$ cat src/include/udc_dma_map.svh
// Purpose: Constants for the USB integrated DMA channel logic
// Assumes: Byte counts, 32-bit memory words
// Notes: Included by the design files and the package
`ifndef UDC_DMA_MAP_SVH
`define UDC_DMA_MAP_SVH
`define UDC_NUM_CH 4
`define UDC_CH_W 2
`define UDC_CNT_W 16
`define UDC_PKT_W 11
`define UDC_WORD_BYTES 3'h4
`define UDC_ADDR_STEP 32'h4
`define UDC_ALIGN_MASK 32'hffff_fffc
`define UDC_BURST_NONE 2'h0
`define UDC_BURST_4 2'h1
`define UDC_BURST_8 2'h2
`define UDC_BURST_16 2'h3
`define UDC_BEATS_1 5'h01
`define UDC_BEATS_4 5'h04
`define UDC_BEATS_8 5'h08
`define UDC_BEATS_16 5'h10
`define UDC_BUF_W 35
`endif

$ cat src/include/udc_dma_pkg.sv
// Purpose: Types for the USB integrated DMA channel logic
// Assumes: Included map header holds every number
// Notes: State encoding left to the tool
`include "udc_dma_map.svh"
package udc_dma_pkg;
  typedef enum logic [2:0] {
    UDC_IDLE,
    UDC_TX_SPACE,
    UDC_TX_READ,
    UDC_RX_ARM,
    UDC_RX_DRAIN
  } udc_state_t;
  typedef logic [`UDC_CNT_W-1:0] udc_count_t;
  typedef logic [`UDC_PKT_W-1:0] udc_pkt_t;
endpackage : udc_dma_pkg

$ cat src/logic/udc_skid_buf.sv
// Purpose: Two-entry buffer with valid and ready on both sides
// Assumes: Single clock, asynchronous active-low reset
// Notes: Ready and valid come straight from flip-flops
`timescale 1ns/100ps
`include "udc_dma_map.svh"
module udc_skid_buf #(
  parameter int W = `UDC_BUF_W
) (
  // Clock and reset
  input wire logic i_sys_clk,
  input wire logic i_rstn,
  // Fill side
  input wire logic i_in_valid,
  input wire logic [W-1:0] i_in_data,
  output logic o_in_ready,
  // Drain side
  output logic o_out_valid,
  output logic [W-1:0] o_out_data,
  input wire logic i_out_ready
);
  logic [W-1:0] tail_reg;
  logic tail_valid_reg;
  logic push;
  logic pop;
  assign push = i_in_valid & o_in_ready;
  assign pop = o_out_valid & i_out_ready;

  always_ff @(posedge i_sys_clk or negedge i_rstn) begin
    if (!i_rstn) begin
      o_out_valid <= 1'b0;
      o_out_data <= '0;
      tail_valid_reg <= 1'b0;
      tail_reg <= '0;
      o_in_ready <= 1'b1;
    end else if (pop) begin
      if (tail_valid_reg) begin
        o_out_data <= tail_reg;
        tail_valid_reg <= push;
        o_in_ready <= !push;
        if (push) begin
          tail_reg <= i_in_data;
        end
      end else begin
        o_out_valid <= push;
        if (push) begin
          o_out_data <= i_in_data;
        end
      end
    end else if (push) begin
      if (!o_out_valid) begin
        o_out_valid <= 1'b1;
        o_out_data <= i_in_data;
      end else begin
        tail_valid_reg <= 1'b1;
        tail_reg <= i_in_data;
        o_in_ready <= 1'b0;
      end
    end
  end
endmodule : udc_skid_buf

$ cat src/logic/udc_dma_core.sv
// Purpose: Integrated DMA engine between memory and endpoint FIFOs
// Assumes: One transfer in flight at a time, 32-bit memory words
// Notes: Both directions pass through one two-entry buffer
// Functional notes
// - Transmit FIFO filled in max-packet chunks
// - Auto transmit sends each full packet
// - Completion raises USB interrupt, status separate
// - Status read clears all channel flags except one set in the same cycle
// - Whole-multiple transmit ends at DMA completion
// - Auto acknowledge when last byte drained
// - DMA-enabled endpoint suppresses full-packet interrupt
// - Mode 1 receive starts on full packet
// - Short packet: no DMA, interrupt raised
// - Host auto request issues next IN
// - Per-channel interrupt enable gates completion
// - Global status readable, cleared separately
// - Memory accesses word aligned only
// - Mode 0 per packet, mode 1 per transfer
// - Burst none, four, eight or sixteen words
// - Byte count; direction selects data path
`timescale 1ns/100ps
`include "udc_dma_map.svh"
module udc_dma_core
  import udc_dma_pkg::*;
(
  // Clock and reset
  input wire logic i_sys_clk,
  input wire logic i_rstn,
  // Channel programming
  input wire logic i_ch_start,
  input wire logic [`UDC_CH_W-1:0] i_ch_sel,
  input wire logic i_ch_dir_tx,
  input wire logic i_ch_mode1,
  input wire logic [1:0] i_ch_burst,
  input wire logic [31:0] i_ch_addr,
  input wire udc_dma_pkg::udc_count_t i_ch_count,
  input wire logic [`UDC_NUM_CH-1:0] i_ch_int_en,
  // Endpoint configuration
  input wire udc_dma_pkg::udc_pkt_t i_max_pkt,
  input wire logic i_endpoint_dma_enable,
  input wire logic i_endpoint_dma_multi_packet_mode,
  input wire logic i_endpoint_in_direction,
  input wire logic i_auto_transmit_full_packet,
  input wire logic i_auto_acknowledge_on_drain,
  input wire logic i_auto_in_request,
  input wire logic i_host_mode,
  // Status access
  input wire logic i_int_status_rd,
  input wire logic i_status_clr,
  output logic [`UDC_NUM_CH-1:0] o_int_status,
  output logic o_dma_error,
  output logic o_usb_irq,
  output logic o_busy,
  // Memory port
  output logic o_mem_rd_req,
  output logic [31:0] o_mem_addr,
  output logic [4:0] o_mem_burst_len,
  output logic o_mem_burst_first,
  input wire logic i_mem_ack,
  input wire logic [31:0] i_mem_rdata,
  input wire logic i_mem_wready,
  input wire logic i_mem_err,
  // Shared buffer output: FIFO when transmitting, memory otherwise
  output logic o_out_valid,
  output logic [31:0] o_out_data,
  output logic [2:0] o_out_bytes,
  output logic o_out_to_fifo,
  input wire logic i_fifo_wready,
  input wire logic i_tx_fifo_space,
  output logic o_tx_pkt_send,
  // Receive FIFO side
  input wire logic i_fifo_rvalid,
  input wire logic [31:0] i_fifo_rdata,
  output logic o_fifo_rready,
  input wire logic i_rx_pkt_valid,
  input wire udc_dma_pkg::udc_pkt_t i_rx_pkt_bytes,
  output logic o_rx_ack,
  output logic o_in_request,
  output logic o_ep_pkt_irq
);
  udc_state_t state_reg;
  logic [`UDC_CH_W-1:0] ch_reg;
  logic mode1_reg;
  logic [1:0] burst_reg;
  udc_count_t rem_reg;
  udc_count_t sink_rem_reg;
  udc_pkt_t chunk_reg;
  udc_pkt_t pkt_reg;
  logic [4:0] beat_reg;
  logic [`UDC_NUM_CH-1:0] flag_reg;
  logic [`UDC_NUM_CH-1:0] flag_next;
  logic buf_in_valid;
  logic [`UDC_BUF_W-1:0] buf_in_data;
  logic buf_in_ready;
  logic [`UDC_BUF_W-1:0] buf_out_data;
  logic sink_ready;
  logic fire;
  logic [2:0] src_nb;
  logic [2:0] nb;
  udc_pkt_t pkt_sum;
  logic pkt_full;
  logic xfer_end;
  logic pkt_end;
  logic done_evt;
  logic fifo_pop;
  logic [4:0] burst_words;

  // Bytes carried by the next source word: four, or the tail
  assign src_nb = (rem_reg >= udc_count_t'(`UDC_WORD_BYTES)) ?
    `UDC_WORD_BYTES : rem_reg[2:0];
  assign fifo_pop = o_fifo_rready & i_fifo_rvalid;
  assign buf_in_valid = o_out_to_fifo ? (o_mem_rd_req & i_mem_ack) :
    fifo_pop;
  assign buf_in_data = {src_nb,
    (o_out_to_fifo ? i_mem_rdata : i_fifo_rdata)};
  assign sink_ready = o_out_to_fifo ? i_fifo_wready : i_mem_wready;
  assign o_out_data = buf_out_data[31:0];
  assign o_out_bytes = buf_out_data[34:32];
  assign nb = buf_out_data[34:32];
  assign fire = o_out_valid & sink_ready;
  assign pkt_sum = pkt_reg + udc_pkt_t'(nb);
  assign pkt_full = (pkt_sum == i_max_pkt);
  assign xfer_end = fire & (sink_rem_reg == udc_count_t'(nb));
  assign pkt_end = fire & (pkt_full | xfer_end);
  // Mode 0 flags each packet, mode 1 only the whole transfer
  assign done_evt = xfer_end | (pkt_end & !mode1_reg);

  always_comb begin
    unique case (burst_reg)
      `UDC_BURST_4: burst_words = `UDC_BEATS_4;
      `UDC_BURST_8: burst_words = `UDC_BEATS_8;
      `UDC_BURST_16: burst_words = `UDC_BEATS_16;
      default: burst_words = `UDC_BEATS_1;
    endcase
  end

  udc_skid_buf #(
    .W(`UDC_BUF_W)
  ) u_buf (
    .i_sys_clk(i_sys_clk),
    .i_rstn(i_rstn),
    .i_in_valid(buf_in_valid),
    .i_in_data(buf_in_data),
    .o_in_ready(buf_in_ready),
    .o_out_valid(o_out_valid),
    .o_out_data(buf_out_data),
    .i_out_ready(sink_ready)
  );

  // Sequencing, source-side counters and memory address
  always_ff @(posedge i_sys_clk or negedge i_rstn) begin
    if (!i_rstn) begin
      state_reg <= UDC_IDLE;
      ch_reg <= '0;
      mode1_reg <= 1'b0;
      burst_reg <= `UDC_BURST_NONE;
      o_out_to_fifo <= 1'b0;
      rem_reg <= '0;
      chunk_reg <= '0;
      o_mem_addr <= '0;
      o_busy <= 1'b0;
    end else if (i_mem_err) begin
      state_reg <= UDC_IDLE;
      o_busy <= 1'b0;
    end else begin
      unique case (state_reg)
        UDC_IDLE: begin
          if (i_ch_start) begin
            ch_reg <= i_ch_sel;
            mode1_reg <= i_ch_mode1;
            burst_reg <= i_ch_burst;
            o_out_to_fifo <= i_ch_dir_tx;
            rem_reg <= i_ch_count;
            o_mem_addr <= i_ch_addr & `UDC_ALIGN_MASK;
            o_busy <= (i_ch_count != '0);
            if (i_ch_count != '0) begin
              state_reg <= i_ch_dir_tx ? UDC_TX_SPACE : UDC_RX_ARM;
            end
          end
        end
        UDC_TX_SPACE: begin
          // Next chunk waits until a whole packet fits
          if (rem_reg != '0 && i_tx_fifo_space) begin
            chunk_reg <= (rem_reg > udc_count_t'(i_max_pkt)) ?
              i_max_pkt : udc_pkt_t'(rem_reg);
            state_reg <= UDC_TX_READ;
          end
        end
        UDC_TX_READ: begin
          if (o_mem_rd_req && i_mem_ack) begin
            rem_reg <= rem_reg - udc_count_t'(src_nb);
            chunk_reg <= chunk_reg - udc_pkt_t'(src_nb);
            o_mem_addr <= o_mem_addr + `UDC_ADDR_STEP;
            if (chunk_reg <= udc_pkt_t'(src_nb)) begin
              state_reg <= UDC_TX_SPACE;
            end
          end
        end
        UDC_RX_ARM: begin
          if (!i_endpoint_dma_enable) begin
            // Packet already waiting; software started on its interrupt
            chunk_reg <= (rem_reg > udc_count_t'(i_max_pkt)) ?
              i_max_pkt : udc_pkt_t'(rem_reg);
            state_reg <= UDC_RX_DRAIN;
          end else if (i_rx_pkt_valid && i_rx_pkt_bytes == i_max_pkt &&
              i_endpoint_dma_multi_packet_mode) begin
            chunk_reg <= i_max_pkt;
            state_reg <= UDC_RX_DRAIN;
          end
        end
        UDC_RX_DRAIN: begin
          if (fifo_pop) begin
            rem_reg <= rem_reg - udc_count_t'(src_nb);
            chunk_reg <= chunk_reg - udc_pkt_t'(src_nb);
            if (chunk_reg <= udc_pkt_t'(src_nb)) begin
              state_reg <= UDC_RX_ARM;
            end
          end
        end
      endcase
      if (!o_out_to_fifo && fire) begin
        o_mem_addr <= o_mem_addr + `UDC_ADDR_STEP;
      end
      if (xfer_end) begin
        state_reg <= UDC_IDLE;
        o_busy <= 1'b0;
      end
    end
  end

  // Source strobes: one word in flight keeps the buffer from overrun
  always_ff @(posedge i_sys_clk or negedge i_rstn) begin
    if (!i_rstn) begin
      o_mem_rd_req <= 1'b0;
      o_fifo_rready <= 1'b0;
      o_mem_burst_len <= `UDC_BEATS_1;
      o_mem_burst_first <= 1'b0;
      beat_reg <= '0;
    end else begin
      o_fifo_rready <= (state_reg == UDC_RX_DRAIN) && buf_in_ready &&
        i_fifo_rvalid && !o_fifo_rready && chunk_reg != '0 &&
        !(fifo_pop && chunk_reg <= udc_pkt_t'(src_nb));
      if (o_mem_rd_req) begin
        o_mem_burst_first <= 1'b0;
        if (i_mem_ack || i_mem_err) begin
          o_mem_rd_req <= 1'b0;
        end
      end else if (state_reg == UDC_TX_READ && buf_in_ready &&
          chunk_reg != '0 && !i_mem_err) begin
        o_mem_rd_req <= 1'b1;
        o_mem_burst_first <= (beat_reg == '0);
        o_mem_burst_len <= burst_words;
        beat_reg <= (beat_reg == '0) ? burst_words - 5'h01 :
          beat_reg - 5'h01;
      end
    end
  end

  // Sink-side packet tracking and endpoint strobes
  always_ff @(posedge i_sys_clk or negedge i_rstn) begin
    if (!i_rstn) begin
      pkt_reg <= '0;
      sink_rem_reg <= '0;
      o_tx_pkt_send <= 1'b0;
      o_rx_ack <= 1'b0;
      o_in_request <= 1'b0;
      o_ep_pkt_irq <= 1'b0;
    end else begin
      if (state_reg == UDC_IDLE && i_ch_start) begin
        sink_rem_reg <= i_ch_count;
        pkt_reg <= '0;
      end else if (fire) begin
        sink_rem_reg <= sink_rem_reg - udc_count_t'(nb);
        pkt_reg <= pkt_end ? '0 : pkt_sum;
      end
      // Short final transmit packet is left for software to send
      o_tx_pkt_send <= o_out_to_fifo && fire && pkt_full &&
        i_auto_transmit_full_packet;
      o_rx_ack <= !o_out_to_fifo && pkt_end &&
        i_auto_acknowledge_on_drain;
      o_in_request <= !o_out_to_fifo && pkt_end && !xfer_end &&
        i_host_mode && i_auto_in_request &&
        i_endpoint_in_direction;
      // Packet interrupt only when DMA will not take the packet
      o_ep_pkt_irq <= i_rx_pkt_valid && (!i_endpoint_dma_enable ||
        i_rx_pkt_bytes != i_max_pkt);
    end
  end

  // Per-channel completion flags; set beats the read-clear
  generate
    for (genvar c = 0; c < `UDC_NUM_CH; c++) begin : g_flag
      always_comb begin
        flag_next[c] = flag_reg[c];
        if (i_int_status_rd) begin
          flag_next[c] = 1'b0;
        end
        if (done_evt && ch_reg == `UDC_CH_W'(c) && i_ch_int_en[c]) begin
          flag_next[c] = 1'b1;
        end
      end
    end
  endgenerate

  always_ff @(posedge i_sys_clk or negedge i_rstn) begin
    if (!i_rstn) begin
      flag_reg <= '0;
      o_int_status <= '0;
      o_usb_irq <= 1'b0;
    end else begin
      flag_reg <= flag_next;
      if (i_int_status_rd) begin
        o_int_status <= flag_reg;
      end
      o_usb_irq <= (|flag_next) | o_ep_pkt_irq;
    end
  end

  // Global status: sticky error, cleared by its own strobe
  always_ff @(posedge i_sys_clk or negedge i_rstn) begin
    if (!i_rstn) begin
      o_dma_error <= 1'b0;
    end else if (i_mem_err) begin
      o_dma_error <= 1'b1;
    end else if (i_status_clr) begin
      o_dma_error <= 1'b0;
    end
  end
endmodule : udc_dma_core

$ cat config.mk
export PLATFORM = sky130hd
export DESIGN_NAME = udc_dma_core
export DESIGN_NICKNAME = d
export VERILOG_FILES = /design/src/include/udc_dma_pkg.sv /design/src/logic/udc_skid_buf.sv /design/src/logic/udc_dma_core.sv
export VERILOG_INCLUDE_DIRS = /design/src /design/src/include
export SDC_FILE = /design/constraint.sdc
export NUM_CORES = 1
export LEC_CHECK = 0
export BUFFER_PORTS_ARGS = -buffer_cell sky130_fd_sc_hd__buf_2
export CAP_MARGIN = 20
export CORE_ASPECT_RATIO = 0.7
export CORE_UTILIZATION = 35
export DETAILED_ROUTE_END_ITERATION = 10
export PLACE_DENSITY = 0.56
export RECOVER_POWER = 50
export SETUP_SLACK_MARGIN = 0.4
export SYNTH_ARGS = -nofsm -noshare
export SYNTH_HDL_FRONTEND = slang
export SYNTH_SLANG_ARGS = --single-unit
$ cat constraint.sdc
create_clock -name i_sys_clk -period 9.52 [get_ports i_sys_clk]
set_input_delay 0.476 -clock i_sys_clk [delete_from_list [all_inputs] [get_ports i_sys_clk]]
set_output_delay 0.476 -clock i_sys_clk [all_outputs]
set_load 0.02 [all_outputs]
==> results of run 1 <==
[stage by stage]
| step | util | power, mW | instances | hold slack (ns) | area, um^2 |
|---|---|---|---|---|---|
| after floorplan | - | 2.01 | 1274 | 0.180 | 11000 |
| after CTS | 0.432 | 3.14 | 1906 | 0.0184 | 13100 |
| after global placement | 0.413 | 2.39 | 1874 | 0.458 | 12600 |
| after global routing | 0.427 | 3.31 | 1907 | 0.228 | 13000 |
| after detailed placement | 0.413 | 2.41 | 1874 | 0.465 | 12600 |
| final | 0.427 | 3.09 | 1907 | 0.227 | 13000 |
[layout make-up]
type / count / area share
Timing Repair Buffer: 261 / 0.0940
Multi-Input combinational cell: 965 / 0.439
Sequential cell: 193 / 0.372
Antenna cell: 1 / 0.000192
Clock inverter: 11 / 0.00818
Inverter: 43 / 0.0124
Clock buffer: 21 / 0.0354
Tap cell: 412 / 0.0396
[cell usage after synthesis (all sizes together) (3+ instances only)]
library cell and instances:
ha 23, inv 43, or2 5, o22ai 17, a31oi 7, o221ai 5
nor3 32, a32oi 3, buf 16, nand2b 10, xor2 16, clkbuf 57
nand4 18, o32ai 3, o21ai 128, a22oi 9, or3 7, and3 10
nor2 156, o31ai 6, and4 3, nor2b 9, nand2 135, or4 6
mux2 11, a222oi 5, nor4 18, a2bb2oi 4, xnor2 37, nand3 39
a211oi 3, a21oi 148, a21o 6, dfrtp 191, mux2i 38, fa 3
[power by group through the flow]
stage	clock network (mW)	logic, mW	registers, mW
final	0.714	1.08	1.30
after floorplan	0	0.628	1.38
after CTS	0.733	1.12	1.29
after detailed placement	0	1.11	1.30
after global routing	0.767	1.22	1.33
after global placement	0	1.09	1.29
[routing by layer]
| layer | vias to the layer above | global-route usage | share of wire |
|---|---|---|---|
| met3 | 26 | 0.0405 | 0.055 |
| met1 | 4713 | 0.310 | 0.51 |
| met5 | - | 0 | 0 |
| met2 | 266 | 0.286 | 0.42 |
| li1 | 4939 | - | - |
| met4 | 0 | 0.0536 | 0.011 |
[worst min-delay path, cell delays in order]
cell	delay (ns)
buf_2	0.08
nand2_1	0.04
o21ai_0	0.06
[path summary, 6_finish.rpt]
check | to | depth (start not counted)
max | flag_reg[2] | 9
min | burst_reg[1] | 3
max reg2reg | flag_reg[2] | 9
min reg2reg | u_buf.o_out_data[17] | 2
max in group asynchronous | u_buf.tail_reg[16] | 3
min in group asynchronous | chunk_reg[4] | 1
[logic make-up after synthesis]
family | after synthesis | synth area share
mux | 50 | 0.0480
compound gates | 371 | 0.197
simple gates | 461 | 0.198
xor+xnor | 53 | 0.0423
fa+ha+maj | 26 | 0.0317
flops | 193 | 0.441
buf+inv | 116 | 0.0418
other cells | 2 | 0.000685
==> metrics, run 1 <==
unrepaired setup endpoints after global routing no; worst slack, placed 5.26 ns; combinational power share 0.349; Seq/Total Area, Yosys 0.441; Seq pwr share 0.420; worst r2r src o_out_to_fifo; clock-pin transition on the worst setup and hold timing paths 0.08 ns; GRT overflow 0; period utilization 0.532; ordered list of cells on the worst path clkbuf_1 > mux2i_1 > nand2b_1 > clkbuf_1 > a2111oi_4 > o2111ai_1 > nor4b_2 > a21oi_1 > o32ai_1; Hold-fix buffers, CTS 0; Pwr per Cell Area 238 nW/um^2; drt via density 5.21; WP buf/inv 2; die width 214 um; commonest cells after routing, fill and taps aside dfrtp_1 (190), buf_2 (158), nor2_1 (154); area of the multi-input gates 5700 um^2; max-cap viol count 2; outcome finished, violations left; post_cts resized 0; Core Footprint ~30,000 um^2; starting density of the core 0.360; Clock power frac 0.231; CP arrival approximately 5.4 ns; clock buffer depth 2; Leak 5.71 nW; Avg Cell Area, Syn between 8 and 9 um^2; CTS tree done; Yosys cell types 81; Final WS setup ~4.5 ns; I/O pin cnt 251; min cycle time layout 5.06 ns; main flop type after synthesis dfrtp_1; Synth area leaders dfrtp_1 (44%), a21oi_1 (6.8%), o21ai_0 (5.8%); Synth async-reset ratio 1.00; vias in the first global route 9,040; Tot GR Track Use 0.203; slew margin rel. -1.38; row count 53; Final ANT Viol Nets 0; clk_lat worst skew 0.46 ns; Fin Setup TNS 0 ns; Critical Path Sink Type flop; HP Class primary input to flop; Critical Path Fanout Max 36; Synth top area share 0.436; TritonCTS Buffers 17; antenna violations before repair 2; crit start category flop; Final GP Congestion 0.841; Root Buffer clkbuf_16; yosys warns 0; Residual DRC 0; Yosys top cell by area dfrtp_1; Crit path largest cell delay 1.73 ns; worst slew pin tran approximately 3.6 ns; Syn-to-layout area delta 18.6%; die area about 32,000 um^2; min-delay src i_ch_burst[1]; Initial DRT Pass Iterations 6; Final Setup Violations 0; Port Buf Inserts ~250; Final nets 1,670; Slew Limit Fails slightly below 100; Cells after Synth 1,272; commonest non-fill, non-tap cell in the layout dfrtp_1; Final Skew 0.0150 ns; # Post-CTS Setup Buffers 0; drt first-iter violations a little over 800; number of enable flip-flop cells after synthesis 0; H-tree depth 4; r2r setup slk 4.46 ns; # fillers 3,042; Vias between 9,000 and 10,000; VDD IR max 0.118 mV; Seq cells post-synth about 190; wire length per cell between 15 and 20 um; Critical path origin o_out_to_fifo; Critical Path RT slightly below 10 ns; first-pass GRT wire length 50,400 um; Crit Path Category flop to flop; Die Y around 150 um; largest net degree at the start of global routing between 70 and 80; Final Hold Viols 0; sequential cell area between 4000 and 5000 um^2; final wirelength roughly 32,000 um; Cell Int Power 1.82 mW; Mapped Area 11,000 um^2; slowest stage cell, crit path clkbuf_1; share of layout cells above drive strength 1 0.160; Crit path max-delay family buffers and inverters; failing checks max-capacitance violations, max-slew violations; most used cell, CP clkbuf_1; hpwl dp 23,100 um; FMAX slightly below 0.2 GHz; sw power 1.27 mW; Sw Share 0.412; CTS Sinks roughly 190
Note: power is estimated with default switching activity, not from simulation.
==> inputs of run 2 (changes only) <==
- clock period: 9.52 -> 5 ns (I/O delays scaled with it)
==> metrics, run 2 (synthesis gave the netlist of run 1 again) <==
drt via density 5.20 (-0.28%); CP arrival 4.61 ns (-0.81 ns); row count 53 (unchanged); largest net degree at the start of global routing 101 (+40%); Syn-to-layout area delta 19.7%; period utilization 0.852 (+0.320); Power, Total 6.04 mW (+96%); failing checks max-capacitance violations, max-slew violations; max-cap viol count 1 (-1); clock-pin transition on the worst setup and hold timing paths 0.08 ns (about the same); Final Skew 0.0166 ns (+0.00162 ns); fin area 13,100 um^2 (+0.91%); antenna violations before repair 0 (-2); Residual DRC 0 (unchanged); # Post-CTS Setup Buffers 0 (unchanged); Vias 9,911 (-0.33%); slowest stage cell, crit path nor4_1; VDD IR max 0.210 mV (+77%); outcome finished, violations left; dpl cells 1,873 (-0.053%); DP Area 12,600 um^2 (about the same); worst slew pin tran 2.68 ns (-0.897 ns); drt first-iter violations 807 (-2.7%); ordered list of cells on the worst path nor4_1 > nand3_1 > nor2_1 > nand2_1 > ha_1 > nor2b_1 > o21ai_0 > a32o_1 > a31oi_1 > or2_2 > a211o_1 > a211oi_1; crit start category flop; final wirelength 31,900 um (-0.70%); Fin Hold WS 0.0302 ns (-0.196 ns); first-pass GRT wire length 50,300 um (-0.27%); die width 214 um (unchanged); H-tree depth 4 (unchanged); Final GP Congestion 0.861 (+2.4%); Port Buf Inserts 245 (unchanged); commonest non-fill, non-tap cell in the layout dfrtp_1; Final ANT Viol Nets 0 (unchanged); I/O pin cnt 251 (unchanged); Tot GR Track Use 0.201 (-0.00185); vias in the first global route 9,210 (+1.9%); share of layout cells above drive strength 1 0.165 (+0.00469); Crit Path Category flop to flop; Slew Limit Fails 101 (+2.0%); Final nets 1,671 (+0.060%); Leak 5.77 nW (+1.2%); die area 32,100 um^2 (unchanged); CTS tree done; Fin Setup TNS 0 ns (unchanged); Final Hold Viols 0 (unchanged); Critical Path Fanout Max 10 (-72%); TritonCTS Buffers 17 (unchanged); Final Setup Violations 0 (unchanged); GRT overflow 0 (unchanged); commonest cells after routing, fill and taps aside dfrtp_1 (190), buf_2 (159), nor2_1 (153); Pwr per Cell Area 460 nW/um^2 (+94%); Initial DRT Pass Iterations 6 (unchanged); clk_lat worst skew 0.45 ns (about the same); HP Class primary input to flop; Root Buffer clkbuf_16; Die Y 150 um (unchanged); wire length per cell 16.7 um (-0.65%); min cycle time layout 4.26 ns (-0.802 ns); antenna cells 0 (-1); clock buffer depth 2 (unchanged); Critical Path Sink Type flop; slew margin rel. -0.783 (+0.598); FMAX 0.235 GHz (+19%); Crit path largest cell delay 0.64 ns (-1.09 ns); starting density of the core 0.360 (unchanged); hpwl dp 23,100 um (about the same); unrepaired setup endpoints after global routing no; r2r setup slk 0.74 ns (-3.72 ns); Critical Path RT 5.35 ns (-4.53 ns); CTS Sinks 193 (unchanged); Layout Cells excl Fill 1,906 (-0.052%); Core Footprint 30,400 um^2 (unchanged)
## run 2: worst paths after layout
check | start | to | depth (start not counted)
setup / recovery | rem_reg[14] | state_reg[1] | 12
hold / removal | i_auto_acknowledge_on_drain | o_rx_ack | 2
setup reg to reg | rem_reg[14] | state_reg[1] | 12
hold reg to reg | u_buf.o_out_data[24] | u_buf.o_out_data[24] | 2
max in group asynchronous | i_rstn | u_buf.o_out_data[34] | 3
min in group asynchronous | i_rstn | pkt_reg[7] | 2
## run 2: where the power goes
part	leakage [nW]	total (mW)	switching [mW]	internal, mW
logic	3.03	2.05	1.29	0.760
registers	2.44	2.46	0.482	1.98
clock network	0.306	1.54	0.632	0.903
total	5.77	6.04	2.40	3.64
## run 2: layer usage
layer	part of all wire	GRT usage
met1	0.51	0.300
met2	0.43	0.296
met3	0.054	0.0451
met4	0.0082	0.0361
met5	0	0
## run 2: area by class of cell
class | instances | area (um^2)
clock buffer | 19 | 443
clock inverter | 12 | 204
fill | 3035 | 17300
inverter | 43 | 161
multi-input combinational | 965 | 5720
sequential | 193 | 4830
tap | 412 | 515
timing repair buffer | 262 | 1250
## run 2: critical path: cells and delay by family, from the launching register on
family          cells  cell delay, ns
fa+ha+maj           1            0.33
flops               1            0.41
simple gates        6            2.11
compound gates      5            1.31
## run 2: what timing repair did
item / 4_1_cts / 5_1_grt
hold endpoints to repair: 99 / 0
hold buffers: 2 / 0
endpoints found under the setup margin: 0 / 0
resized for setup: 0 / 0
## run 2: per-stage QoR
step	util	setup WS [ns]
4_1_cts	0.435	0.804
6_report	0.431	0.738
5_1_grt	0.431	0.437
3_3_place_gp	0.413	0.961
2_1_floorplan	-	1.55
3_5_place_dp	0.413	0.867
